==> src/core/cfpm_pkg.sv <==
// Shared constants and types for the core fetch pipeline and memory map
package cfpm_pkg;
  localparam int PC_W = 13;
  localparam int PROG_A_W = 12;
  localparam int INSTR_W = 14;
  localparam int DATA_W = 8;
  localparam int PHASES_PER_CYCLE = 4;
  localparam logic [12:0] PC_RESET_VEC = 13'h0000;
  localparam logic [12:0] PC_INT_VEC = 13'h0004;
  localparam logic [12:0] PC_ONE = 13'h0001;

  // Data memory offsets within a bank
  localparam logic [6:0] OFF_INDIRECT = 7'h00;
  localparam logic [6:0] OFF_PCL = 7'h02;
  localparam logic [6:0] OFF_STATUS = 7'h03;
  localparam logic [6:0] OFF_FSR = 7'h04;
  localparam logic [6:0] OFF_PROGRAM_COUNTER_HIGH_LATCH = 7'h0A;
  localparam logic [6:0] OFF_INTERRUPT_CONTROL = 7'h0B;
  localparam logic [6:0] OFF_GPR_BASE = 7'h20;
  localparam int GPR_DEPTH = 96;
  localparam int GPR_IDX_W = 7;

  // Status fields and reset values
  localparam int ST_IRP = 7;
  localparam int ST_RP1 = 6;
  localparam int ST_RP0 = 5;
  localparam int ST_Z = 2;
  localparam logic [7:0] STATUS_RST = 8'h18;
  localparam logic [7:0] STATUS_WR_MASK = 8'hE7;
  localparam logic [4:0] PROGRAM_COUNTER_HIGH_LATCH_RST = 5'h00;
  localparam logic [7:0] INTERRUPT_CONTROL_RST = 8'h00;
  localparam logic [7:0] FSR_RST = 8'h00;
  localparam int INTERRUPT_CONTROL_GIE = 7;

  // Avalon register byte addresses
  localparam logic [7:0] AV_CTRL = 8'h00;
  localparam logic [7:0] AV_PC = 8'h04;
  localparam logic [7:0] AV_ILATCH = 8'h08;
  localparam logic [7:0] AV_WREG = 8'h0C;
  localparam logic [7:0] AV_STATUS = 8'h10;
  localparam logic [7:0] AV_MADDR = 8'h14;
  localparam logic [7:0] AV_MDATA = 8'h18;
  localparam logic [7:0] AV_STATE = 8'h1C;
  localparam int CTRL_RUN = 0;
  localparam logic CTRL_RUN_RST = 1'b1;

  // Instruction encodings
  localparam logic [2:0] OPC_JUMP = 3'b101;
  localparam logic [3:0] OPC_MOVLW = 4'b1100;
  localparam logic [1:0] OPC_BYTE = 2'b00;
  localparam logic [3:0] BOP_MOVWF = 4'h0;
  localparam logic [3:0] BOP_CLR = 4'h1;
  localparam logic [3:0] BOP_DEC = 4'h3;
  localparam logic [3:0] BOP_ADD = 4'h7;
  localparam logic [3:0] BOP_MOV = 4'h8;
  localparam logic [3:0] BOP_INC = 4'hA;

  typedef enum logic [3:0] {
    CFPM_PH1 = 4'b0001,
    CFPM_PH2 = 4'b0010,
    CFPM_PH3 = 4'b0100,
    CFPM_PH4 = 4'b1000
  } cfpm_phase_e;

  typedef struct packed {
    logic we;
    logic [7:0] addr;
    logic [7:0] data;
  } cfpm_dmw_s;
endpackage : cfpm_pkg

==> src/core/cfpm_phase_gen.sv <==
// Divide-by-four quadrature phase generator
`timescale 1ns/1ps
module cfpm_phase_gen
  import cfpm_pkg::*;
(
  input wire logic clk, // System clock
  input wire logic rst_b, // Async reset, active low
  input wire logic run, // Advance phases when high
  output cfpm_phase_e phase // One-hot current phase
);
  cfpm_phase_e phase_nxt;

  always_comb begin
    case (phase)
      CFPM_PH1: phase_nxt = CFPM_PH2;
      CFPM_PH2: phase_nxt = CFPM_PH3;
      CFPM_PH3: phase_nxt = CFPM_PH4;
      CFPM_PH4: phase_nxt = CFPM_PH1;
      default: phase_nxt = CFPM_PH1;
    endcase
  end

  // Phases never overlap: exactly one bit is set
  always_ff @(posedge clk or negedge rst_b) begin
    if (!rst_b) begin
      phase <= CFPM_PH1;
    end else if (run) begin
      phase <= phase_nxt;
    end
  end
endmodule : cfpm_phase_gen

==> src/core/cfpm_gpr_bank.sv <==
// One bank of general register storage with two read ports
`timescale 1ns/1ps
module cfpm_gpr_bank
  import cfpm_pkg::*;
(
  input wire logic clk, // System clock
  input wire logic rst_b, // Async reset, active low
  input wire logic we, // Write strobe
  input wire logic [6:0] widx, // Write index
  input wire logic [7:0] wdata, // Write data
  input wire logic [6:0] ridx_a, // Core read index
  input wire logic [6:0] ridx_b, // Debug read index
  output logic [7:0] rdata_a, // Core read data
  output logic [7:0] rdata_b // Debug read data
);
  logic [7:0] mem_r [GPR_DEPTH];

  assign rdata_a = (int'(ridx_a) < GPR_DEPTH) ? mem_r[ridx_a] : 8'h00;
  assign rdata_b = (int'(ridx_b) < GPR_DEPTH) ? mem_r[ridx_b] : 8'h00;

  always_ff @(posedge clk or negedge rst_b) begin
    if (!rst_b) begin
      for (int i = 0; i < GPR_DEPTH; i++) begin
        mem_r[i] <= 8'h00;
      end
    end else if (we && int'(widx) < GPR_DEPTH) begin
      mem_r[widx] <= wdata;
    end
  end
endmodule : cfpm_gpr_bank

==> src/core/cfpm_core.sv <==
// Core sequencer: phase timing, fetch/execute pipeline, banked data memory
//
// Summary of operation
// - Oscillator divided by four into four non-overlapping phases per cycle.
// - Program counter increments in phase one, starting each fetch.
// - Fetched program word is latched in phase four.
// - A fetched instruction executes during the following instruction cycle.
// - Fetch of the next overlaps execution, one instruction per cycle.
// - A program counter change flushes the fetched word; branch takes two cycles.
// - Operand read in phase two, destination written in phase four.
// - Program counter is 13 bits wide, an 8K word space.
// - Program space is 0000h-0FFFh; higher addresses wrap around.
// - Reset starts at 0000h; interrupt vectors to 0004h.
// - Status bit 5 selects one of two data banks; bit 6 is not decoded.
// - Banks are 128 bytes; special registers low, general RAM from 20h.
// - Core special registers are mirrored so both banks reach one register.
// - Register file reachable directly or through the pointer register.
// - Offsets 00h/80h have no storage; they act on the pointed location.
// - Indirect access uses the eight pointer bits as data address.
`timescale 1ns/1ps
module cfpm_core
  import cfpm_pkg::*;
(
  input wire logic clk, // 10 MHz oscillator input
  input wire logic rst_b, // Async reset, active low
  input wire logic [13:0] prog_data, // Program memory word at prog_addr
  input wire logic int_req, // Interrupt request level
  output logic [11:0] prog_addr, // Program memory address
  output cfpm_phase_e quad_phase, // Current quadrature phase
  input wire logic [7:0] avs_address, // Avalon byte address
  input wire logic avs_read, // Avalon read
  input wire logic avs_write, // Avalon write
  input wire logic [31:0] avs_writedata, // Avalon write data
  output logic [31:0] avs_readdata, // Avalon read data
  output logic avs_waitrequest // Avalon wait request
);
  logic run_r;
  logic [12:0] pc_r;
  logic [11:0] prog_addr_r;
  logic [13:0] fetch_latch_r;
  logic fetch_valid_r;
  logic [13:0] ilatch_r;
  logic exec_valid_r;
  logic flush_r;
  logic [7:0] opnd_r;
  logic [7:0] res_r;
  logic res_ok_r;
  logic [7:0] wreg_r;
  logic [7:0] status_r;
  logic [7:0] fsr_r;
  logic [4:0] program_counter_high_latch_r;
  logic [7:0] interrupt_control_r;
  logic [7:0] dbg_addr_r;
  logic [31:0] rdata_r;
  logic wait_r;

  // Phase strobes
  logic ph1, ph2, ph3, ph4;
  assign ph1 = run_r && (quad_phase == CFPM_PH1);
  assign ph2 = run_r && (quad_phase == CFPM_PH2);
  assign ph3 = run_r && (quad_phase == CFPM_PH3);
  assign ph4 = run_r && (quad_phase == CFPM_PH4);

  cfpm_phase_gen u_phase (
    .clk(clk),
    .rst_b(rst_b),
    .run(run_r),
    .phase(quad_phase)
  );

  // Instruction decode
  logic is_jump, is_movlw, is_byte, dbit, ind_sel;
  logic [3:0] bop;
  logic [6:0] freg;
  assign is_jump = ilatch_r[13:11] == OPC_JUMP;
  assign is_movlw = ilatch_r[13:10] == OPC_MOVLW;
  assign is_byte = ilatch_r[13:12] == OPC_BYTE;
  assign bop = ilatch_r[11:8];
  assign dbit = ilatch_r[7];
  assign freg = ilatch_r[6:0];
  assign ind_sel = freg == OFF_INDIRECT;

  // Only two banks exist, so the upper bank bit is not decoded
  logic [7:0] dir_addr, eff_addr;
  assign dir_addr = {status_r[ST_RP0], freg};
  assign eff_addr = ind_sel ? fsr_r : dir_addr;

  // General register storage: one instance per implemented bank
  cfpm_dmw_s dmw;
  logic [7:0] g_rd_a [2];
  logic [7:0] g_rd_b [2];
  logic [6:0] core_idx, dbg_idx, w_idx;
  assign core_idx = eff_addr[6:0] - OFF_GPR_BASE;
  assign dbg_idx = dbg_addr_r[6:0] - OFF_GPR_BASE;
  assign w_idx = dmw.addr[6:0] - OFF_GPR_BASE;

  for (genvar b = 0; b < 2; b++) begin : g_bank
    logic bank_we;
    assign bank_we = dmw.we && (dmw.addr[7] == b[0]) && (dmw.addr[6:0] >= OFF_GPR_BASE);
    cfpm_gpr_bank u_gpr (
      .clk(clk),
      .rst_b(rst_b),
      .we(bank_we),
      .widx(w_idx),
      .wdata(dmw.data),
      .ridx_a(core_idx),
      .ridx_b(dbg_idx),
      .rdata_a(g_rd_a[b]),
      .rdata_b(g_rd_b[b])
    );
  end

  // Address map read; core registers decode on offset only, so they mirror
  function automatic logic [7:0] map_rd(input logic [7:0] a, input logic [7:0] g);
    logic [7:0] v;
    v = 8'h00;
    if (a[6:0] >= OFF_GPR_BASE) begin
      v = g;
    end else begin
      case (a[6:0])
        OFF_PCL: v = pc_r[7:0];
        OFF_STATUS: v = status_r;
        OFF_FSR: v = fsr_r;
        OFF_PROGRAM_COUNTER_HIGH_LATCH: v = {3'h0, program_counter_high_latch_r};
        OFF_INTERRUPT_CONTROL: v = interrupt_control_r;
        default: v = 8'h00;
      endcase
    end
    return v;
  endfunction : map_rd

  // A pointer that names the indirect location itself reads zero
  // Kept in a process so that register changes seen inside map_rd also re-evaluate
  logic [7:0] core_rd, dbg_rd;
  always_comb begin
    core_rd = map_rd(eff_addr, g_rd_a[eff_addr[7]]);
    if (eff_addr[6:0] == OFF_INDIRECT) begin
      core_rd = 8'h00;
    end
    dbg_rd = map_rd(dbg_addr_r, g_rd_b[dbg_addr_r[7]]);
  end

  // Execution datapath
  logic [7:0] alu_res;
  logic alu_ok;
  always_comb begin
    alu_res = opnd_r;
    alu_ok = 1'b1;
    case (bop)
      BOP_MOVWF: begin
        alu_res = wreg_r;
        alu_ok = dbit;
      end
      BOP_CLR: alu_res = 8'h00;
      BOP_DEC: alu_res = opnd_r - 8'h01;
      BOP_ADD: alu_res = opnd_r + wreg_r;
      BOP_MOV: alu_res = opnd_r;
      BOP_INC: alu_res = opnd_r + 8'h01;
      default: alu_ok = 1'b0;
    endcase
  end

  logic wr_f, wr_w, z_upd, pcl_wr, jump_go, int_go, redirect;
  assign wr_f = ph4 && exec_valid_r && is_byte && res_ok_r && dbit;
  assign wr_w = ph4 && exec_valid_r && (is_movlw || (is_byte && res_ok_r && !dbit));
  assign z_upd = ph4 && exec_valid_r && is_byte && res_ok_r && (bop != BOP_MOVWF);
  assign pcl_wr = wr_f && (eff_addr[6:0] == OFF_PCL);
  assign jump_go = ph4 && exec_valid_r && is_jump;
  assign int_go = ph4 && !flush_r && !jump_go && !pcl_wr && int_req && interrupt_control_r[INTERRUPT_CONTROL_GIE];
  assign redirect = jump_go || pcl_wr || int_go;

  assign dmw.we = wr_f && (eff_addr[6:0] != OFF_INDIRECT);
  assign dmw.addr = eff_addr;
  assign dmw.data = res_r;

  logic [12:0] pc_nxt;
  always_comb begin
    pc_nxt = pc_r;
    if (jump_go) begin
      pc_nxt = {program_counter_high_latch_r[4:3], ilatch_r[10:0]};
    end else if (pcl_wr) begin
      pc_nxt = {program_counter_high_latch_r, res_r};
    end else if (int_go) begin
      pc_nxt = PC_INT_VEC;
    end else if (ph1) begin
      pc_nxt = pc_r + PC_ONE;
    end
  end

  // Program counter and fetch stage
  always_ff @(posedge clk or negedge rst_b) begin
    if (!rst_b) begin
      pc_r <= PC_RESET_VEC;
      prog_addr_r <= 12'h000;
      fetch_latch_r <= 14'h0000;
      fetch_valid_r <= 1'b0;
    end else begin
      pc_r <= pc_nxt;
      if (ph1) begin
        prog_addr_r <= pc_r[11:0];
      end
      if (ph4) begin
        fetch_latch_r <= prog_data;
        fetch_valid_r <= 1'b1;
      end
    end
  end
  assign prog_addr = prog_addr_r;

  // Execute stage
  always_ff @(posedge clk or negedge rst_b) begin
    if (!rst_b) begin
      ilatch_r <= 14'h0000;
      exec_valid_r <= 1'b0;
      flush_r <= 1'b0;
      opnd_r <= 8'h00;
      res_r <= 8'h00;
      res_ok_r <= 1'b0;
    end else begin
      if (ph1) begin
        ilatch_r <= fetch_latch_r;
        exec_valid_r <= fetch_valid_r && !flush_r;
        flush_r <= 1'b0;
      end
      if (ph2) begin
        opnd_r <= core_rd;
      end
      if (ph3) begin
        res_r <= alu_res;
        res_ok_r <= alu_ok;
      end
      if (redirect) begin
        flush_r <= 1'b1;
      end
    end
  end

  // Core special registers written in phase four
  logic f_status, f_fsr, f_program_counter_high_latch, f_interrupt_control;
  assign f_status = dmw.we && (eff_addr[6:0] == OFF_STATUS);
  assign f_fsr = dmw.we && (eff_addr[6:0] == OFF_FSR);
  assign f_program_counter_high_latch = dmw.we && (eff_addr[6:0] == OFF_PROGRAM_COUNTER_HIGH_LATCH);
  assign f_interrupt_control = dmw.we && (eff_addr[6:0] == OFF_INTERRUPT_CONTROL);

  always_ff @(posedge clk or negedge rst_b) begin
    if (!rst_b) begin
      wreg_r <= 8'h00;
      status_r <= STATUS_RST;
      fsr_r <= FSR_RST;
      program_counter_high_latch_r <= PROGRAM_COUNTER_HIGH_LATCH_RST;
      interrupt_control_r <= INTERRUPT_CONTROL_RST;
    end else begin
      if (wr_w) begin
        wreg_r <= is_movlw ? ilatch_r[7:0] : res_r;
      end
      if (f_status) begin
        status_r <= (res_r & STATUS_WR_MASK) | (status_r & ~STATUS_WR_MASK);
      end else if (z_upd) begin
        status_r[ST_Z] <= (res_r == 8'h00);
      end
      if (f_fsr) begin
        fsr_r <= res_r;
      end
      if (f_program_counter_high_latch) begin
        program_counter_high_latch_r <= res_r[4:0];
      end
      if (f_interrupt_control) begin
        interrupt_control_r <= res_r;
      end else if (int_go) begin
        interrupt_control_r[INTERRUPT_CONTROL_GIE] <= 1'b0;
      end
    end
  end

  // Avalon slave: one wait state, answer on the edge after request
  logic req, take;
  assign req = avs_read || avs_write;
  assign take = req && !wait_r;

  logic [31:0] rd_mux;
  always_comb begin
    case (avs_address)
      AV_CTRL: rd_mux = {31'h0, run_r};
      AV_PC: rd_mux = {19'h0, pc_r};
      AV_ILATCH: rd_mux = {18'h0, ilatch_r};
      AV_WREG: rd_mux = {24'h0, wreg_r};
      AV_STATUS: rd_mux = {24'h0, status_r};
      AV_MADDR: rd_mux = {24'h0, dbg_addr_r};
      AV_MDATA: rd_mux = {24'h0, dbg_rd};
      AV_STATE: rd_mux = {26'h0, exec_valid_r, flush_r, quad_phase};
      default: rd_mux = 32'h0000_0000;
    endcase
  end

  always_ff @(posedge clk or negedge rst_b) begin
    if (!rst_b) begin
      wait_r <= 1'b1;
      rdata_r <= 32'h0000_0000;
      run_r <= CTRL_RUN_RST;
      dbg_addr_r <= 8'h00;
    end else begin
      wait_r <= !(req && wait_r);
      if (avs_read && wait_r) begin
        rdata_r <= rd_mux;
      end
      if (take && avs_write && avs_address == AV_CTRL) begin
        run_r <= avs_writedata[CTRL_RUN];
      end
      if (take && avs_write && avs_address == AV_MADDR) begin
        dbg_addr_r <= avs_writedata[7:0];
      end
    end
  end
  assign avs_readdata = rdata_r;
  assign avs_waitrequest = wait_r;
endmodule : cfpm_core

==> config.mk <==
export PLATFORM = sky130hd
export DESIGN_NAME = cfpm_core
export DESIGN_NICKNAME = d
export VERILOG_FILES = /design/src/core/cfpm_pkg.sv /design/src/core/cfpm_phase_gen.sv /design/src/core/cfpm_gpr_bank.sv /design/src/core/cfpm_core.sv
export SDC_FILE = /design/constraint.sdc
export NUM_CORES = 2
export LEC_CHECK = 0
export BUFFER_PORTS_ARGS = -buffer_cell sky130_fd_sc_hd__buf_2
export CAP_MARGIN = 10
export CORE_MARGIN = 2
export CORE_UTILIZATION = 45
export CTS_BUF_LIST = sky130_fd_sc_hd__clkbuf_16
export DETAILED_ROUTE_END_ITERATION = 10
export HOLD_SLACK_MARGIN = 0.12
export SLEW_MARGIN = 20
export SYNTH_ARGS = -nofsm -noshare
export SYNTH_HDL_FRONTEND = slang
export SYNTH_HIERARCHICAL = 1
export SYNTH_SLANG_ARGS = --single-unit
==> constraint.sdc <==
create_clock -name clk -period 4.7 [get_ports clk]
set_input_delay 0.47 -clock clk [delete_from_list [all_inputs] [get_ports clk]]
set_output_delay 0.47 -clock clk [all_outputs]
set_load 0.03 [all_outputs]
After elaboration in Yosys (flattened, before gate mapping)
Cells that the tools add are included.
{ "word_totals": {"reg_bits": 1692, "out_inout_bits": 49, "word_cells": 371, "in_bits": 59} }
{ "op_classes": {"reduce_logical": 61, "addsub": 6, "n_eq_ne": 28, "n_lt_le_gt_ge": 9, "n_mux": 47, "bitwise": 6} }
{ "ops": {"columns": ["op", "count"], "rows": [
  ["768-bit bitwise mux", 2],
  ["8-bit binary-select mux with 7-bit select", 4],
  ["8-bit 2-to-1 mux", 24],
  ["8-bit one-hot mux with 5 select lines", 3],
  ["14-bit one-hot mux with 8 select lines", 1],
  ["8-bit demux with 7-bit select", 1],
  ["13-bit 2-to-1 mux", 4],
  ["1-bit logical AND", 38],
  ["8-bit by 5-bit equality test with 1-bit output (second input constant)", 4],
  ["7-bit by 2-bit equality test with 1-bit output (second input constant)", 4],
  ["7-bit by 4-bit equality test with 1-bit output (second input constant)", 4],
  ["4-bit equality test (second input constant)", 4],
  ["8-bit by 4-bit equality test with 1-bit output (second input constant)", 2],
  ["8-bit greater-or-equal comparator (second input constant)", 2],
  ["8-bit logical NOT", 2],
  ["7-bit inverter with 8-bit output", 2],
  ["7-bit by 3-bit equality test with 1-bit output (second input constant)", 2],
  ["7-bit by 6-bit greater-or-equal comparator with 1-bit output (second input constant)", 2],
  ["7-bit logical NOT", 2],
  ["7-bit < comparator (second input constant)", 2],
  ["7-bit by 6-bit subtractor with 7-bit output (second input constant)", 2],
  ["13-bit by 1-bit adder with 13-bit output (second input constant)", 1],
  ["4-bit one-hot mux with 3 select lines", 1],
  ["8-bit by 1-bit adder with 8-bit output (second input constant)", 1],
  ["other kinds (22)", 43]
]} }

Longest topological paths before layout
{ "logic_depth": {"ltp_word": 14, "ltp_mapped": 16, "depth_no_buf": 13} }

Modules after synthesis
The synthesis kept the hierarchy.
{ "by_module_without_submodules": {"columns": ["mod", "instances", "cells_per_inst", "seq_area_each_um2", "area_each_um2"], "rows": [
  ["cfpm_gpr_bank (g_bank[0].u_gpr)", 1, 2711, 19218.4, 40993.1],
  ["cfpm_gpr_bank (g_bank[1].u_gpr)", 1, 2711, 19218.4, 40991.8],
  ["cfpm_core", 1, 885, 3305.7, 8052.7],
  ["cfpm_phase_gen", 1, 16, 101.3, 191.4]
]} }

Least setup slack after synthesis
Ideal clock, no wire load.
{ "synth_timing": {"path_type": "reg-to-reg", "startpoint": "register ilatch_r[1]", "endpoint": "register g_bank[0].u_gpr/mem_r[0] (netlist bit)", "n_path_buf": 3, "setup_ns": 0.125, "setup_slack_ns": 0.906, "required_ns": 4.575, "t_arrival_ns": 3.669, "stages_incl_launch_ff": 12, "synth_period_minus_slack_ns": 3.794, "path_cell_list": "dfrtp_1 -> buf_2 -> or4_1 -> nor2_2 -> a21oi_1 -> ha_1 -> clkbuf_1 -> nor3b_1 -> and2_0 -> and3_1 -> clkbuf_1 -> mux2_2"} }
{ "synth_via": {"elab_chain_len": 9, "word_cells_on_any_way": 18, "cone_classes": "1 x add/sub; 4 x order compare; 4 x mux; 2 x bitwise; 7 x reduce/logical"} }
{ "synth_lines": {"columns": ["item", "line", "text"], "rows": [
  ["start: declaration", "cfpm_core.sv:42", "logic [13:0] ilatch_r;"],
  ["start signal: assignment", "cfpm_core.sv:221", "ilatch_r <= fetch_latch_r;"],
  ["7-bit logical NOT", "cfpm_core.sv:81", "assign ind_sel = freg == OFF_INDIRECT;"],
  ["8-bit 2-to-1 mux *", "cfpm_core.sv:86", "assign eff_addr = ind_sel ? fsr_r : dir_addr;"],
  ["7-bit by 6-bit subtractor with 7-bit output *", null, null],
  ["via core_idx[5]", "cfpm_core.sv:92", "logic [6:0] core_idx, dbg_idx, w_idx;"],
  ["7-bit inverter with 8-bit output (implied by the code)", "cfpm_gpr_bank.sv:27", "mem_r[widx] <= wdata;"],
  ["8-bit greater-or-equal comparator (implied by the code) or 8-bit by 1-bit < comparator with 1-bit output (tied branches)", "cfpm_gpr_bank.sv:27", null],
  ["1-bit logical AND (implied by the code)", "cfpm_gpr_bank.sv:27", null],
  ["8-bit 2-to-1 mux (implied by the code)", "cfpm_gpr_bank.sv:27", null],
  ["8-bit demux with 7-bit select", "cfpm_gpr_bank.sv:27", null],
  ["768-bit bitwise mux", "cfpm_gpr_bank.sv:27", null],
  ["end signal: indexed assignment", "cfpm_gpr_bank.sv:27", null],
  ["end: declaration", "cfpm_gpr_bank.sv:16", "logic [7:0] mem_r [GPR_DEPTH];"]
]} }
Mark *: on every way through the listed nets, which the timed path passes. The rest lies on a longest branch.
A chain may end at the register's enable or synchronous reset.

Worst setup path after layout
{ "layout_timing": {"startpoint": "register ilatch_r[1]", "endpoint": "register g_bank[0].u_gpr/mem_r[378] (netlist bit)"} }
Same word-level chain as after synthesis.

==> metrics.md <==
| Metric | Value |
|---|---|
| Status | finished clean |
| Post-synthesis cell count | 6,323 |
| # IOs | 108 |
| TritonCTS Sinks | 1,672 |
| Vias | 58,151 |
| Cell Area, Synth | 90,230 um^2 |
| Crit share post-route | 0.9897 |
| PwrDens | 334.7 nW/um^2 |
| CP Data Arrival Time | 5.34 ns |
| Die Span Y | 451.8 um |
| Crit Path Max Fanout | 29 |
| Final Hold Vio Count | 0 |
| Final Max Slew Viols | 0 |
| Max Cap Viol | 0 |
| Die X | 451.8 um |
| Area Overhead vs Synth | 11.41% |
| GRT Util Overall | 0.2636 |
| Synth unique cells | 80 |
| RSZ-0062 raised after global routing | false |
| Worst Setup End Kind | flop |
| Max VDD drop | 0.3947 mV |
| WS Path Type | flop to flop |
| Area leader, netlist | dfrtp_1 |
| Skew-Pair Late Insertion Delay | 0.85 ns |
| Number of synthesized flops with an enable pin | 0 |
| Most frequent cells after synthesis | 1,669 x dfrtp_1, 1,557 x mux2_2, 775 x mux4_2 |
| Hold WC Path Type | input port to async pin |
| Final #Nets | 6,409 |
| Leak pwr | 0.04484 uW |
| Synth area leaders | dfrtp_1 46%, mux2_2 19%, mux4_2 19% |
| Vias in the first global route | 60,149 |
| WP data required | 5.39 ns |
| FF/Latch Area | 41,890 um^2 |
| Fmax achieved | 0.2150 GHz |
| Initial DRC Count | 4,995 |
| Global route overflow | 0 |
| Router iterations before antenna repair | 6 |
| Tmin final | 4.651 ns |
| Final setup fails | 0 |
| Clock skew | 0.02946 ns |
| CTS buffer count | 184 |
| Relative slew margins | 0.2650 |
| Synth Area per Inst | 14.27 um^2 |
| Initial Util | 0.4524 |
| Setup WS post-layout | 0.04860 ns |
| Clk slew on worst S/H paths | 0.06 ns |
| Top cell type's share of synthesized area | 0.4629 |
| FP Rows | 164 |
| # DRC | 0 |
| First-pass GRT wire length | 404,300 um |
| DRT antenna net count | 0 |
| Worst slew pin tran | 1.103 ns |
| Largest net degree at the start of global routing | 194 |
| Wire per inst | 29.40 um |
| Die ar. | 204,100 um^2 |
| Postcts setup bufs | 0 |
| Setup_tns | 0 ns |
| Total power | 33,650 uW |
| DP Worst Slack | 0.2324 ns |
| Layout cells sized above 1 | 0.4581 |
| Port Buffers | 65 |
| H-tree depth | 4 |
| Seq/Total Area, Yosys | 0.4638 |
| Cell with the most instances after synthesis | dfrtp_1 |
| # fillers | 17,010 |
| Initial antenna violation count | 7 |
| Clock tree buffer depth | 3 |
| CTS root buffer | clkbuf_16 |
| TritonCTS clock tree | built |
| Via/cell ratio | 6.361 |
| Routed WL | 268,800 um |
| WHS | 0.2197 ns |
| DPL Wire Length | 179,400 um |
| GPL Wtd Cong | 0.9064 |
| Synthesized flop and latch total | 1,672 |
| Synth Warn # | 6 |
| Multi-input logic area | 46,070 um^2 |
| Total core area | 199,500 um^2 |
| Asr flop ratio synth | 1.000 |
| Setup crit start kind | flop |
| Primary FF master, synth | dfrtp_1 |
-- cell usage in the layout, fill, tap and decap left out, drive strengths merged, types with 14 or more instances in the layout --
cell type,instances
or3b,22
and3,40
a211oi,65
nor2b,41
a21oi,27
nor3,37
nand2b,22
dfrtp,1669
nor3b,14
mux2i,221
buf,326
nand2,425
nand3b,30
and2,20
nand3,118
clkinv,84
mux4,775
clkbuf,187
inv,72
a221oi,47
dlygate4sd3,30
mux2,1585
o22ai,144
o21ai,120
conb,18
a22oi,29
nor2,142
-- per-layer routing --
| metal | vias up | global-route usage | wire [um] |
|---|---|---|---|
| met5 | - | 0 | 33 |
| met3 | 441 | 0.04817 | 17400 |
| met1 | 31378 | 0.3657 | 113600 |
| met4 | 4 | 0.08696 | 8991 |
| met2 | 1860 | 0.4205 | 128800 |
| li1 | 24468 | - | - |
-- worst max-delay path: stages, from the launching register on --
cell and delay (ns):
dfrtp_1 0.41, or4_1 0.62, nor2_2 0.30, buf_4 0.20
a21o_4 0.31, buf_12 0.29, buf_4 0.38, nand2b_1 0.20
nor2_1 0.71, nand2_1 0.59, mux2_2 0.44
-- metrics by stage --
| step | std cells | area [um^2] | utilization |
|---|---|---|---|
| after floorplan | 6340 | 90290 | - |
| final | 9142 | 100500 | 0.5040 |
| after CTS | 9141 | 100500 | 0.5040 |
| after detailed placement | 8779 | 94480 | 0.4737 |
| after global placement | 8779 | 94480 | 0.4737 |
| after global routing | 9142 | 100500 | 0.5040 |
-- sequential cells by signal, indices dropped and copies added (netlist names), 8 cells and up --
signal	cells
g_bank.u_gpr/mem_r	1536
avs_readdata	14
fetch_latch_r	14
ilatch_r	14
pc_r	13
prog_addr	12
dbg_addr_r	8
fsr_r	8
interrupt_control_r	8
opnd_r	8
res_r	8
wreg_r	8
-- kinds of logic after synthesis --
group                      after synthesis  share of synthesized area
muxes                                 2581                     0.4158
DFF                                   1672                     0.4638
and+or+nand+nor                        966                    0.05211
buffers and inverters                  566                    0.02685
AOI/OAI and AO/OA                      513                    0.03861
xor gates and xnor gates                13                   0.001262
adders and majority gates               11                   0.001609
other                                    1                 0.00004156
-- report_power, final --
group / switching, uW / total [uW] / internal, uW
sequential: 181 / 14600 / 14500
combinational: 3330 / 5080 / 1750
clock: 6120 / 13900 / 7800
total: 9630 / 33600 / 24000
-- final timing paths --
path                              startpoint                          to  slack [ns]  cells after the start
setup / recovery                 ilatch_r[1]  g_bank[0].u_gpr/mem_r[378]        0.05                     10
hold / removal                         rst_b  g_bank[0].u_gpr/mem_r[699]        0.22                      2
setup reg to reg                 ilatch_r[1]  g_bank[0].u_gpr/mem_r[378]        0.05                     10
hold reg to reg            fetch_latch_r[12]                ilatch_r[12]        0.47                      2
max in group asynchronous              rst_b  g_bank[1].u_gpr/mem_r[500]        3.05                      3
min in group clk              avs_address[2]             avs_readdata[4]        0.22                      5
-- cell type report --
cell class | instances | area share
Clock inverter | 145 | 0.01044
Tap cell | 2656 | 0.03306
Sequential cell | 1672 | 0.4167
Clock buffer | 187 | 0.04655
Timing Repair Buffer | 356 | 0.03387
Antenna cell | 1 | 0.00002489
Inverter | 23 | 0.001008
Multi-Input combinational cell | 4102 | 0.4583
-- timing repair --
| action | CTS | global route |
|---|---|---|
| hold buffers | 30 | 0 |
| endpoints found under the hold margin | 375 | 0 |
| endpoints found under the setup margin | 0 | 4 |
| resized for setup | 0 | 2 |
No activity file was read; power rests on OpenSTA's default activity.
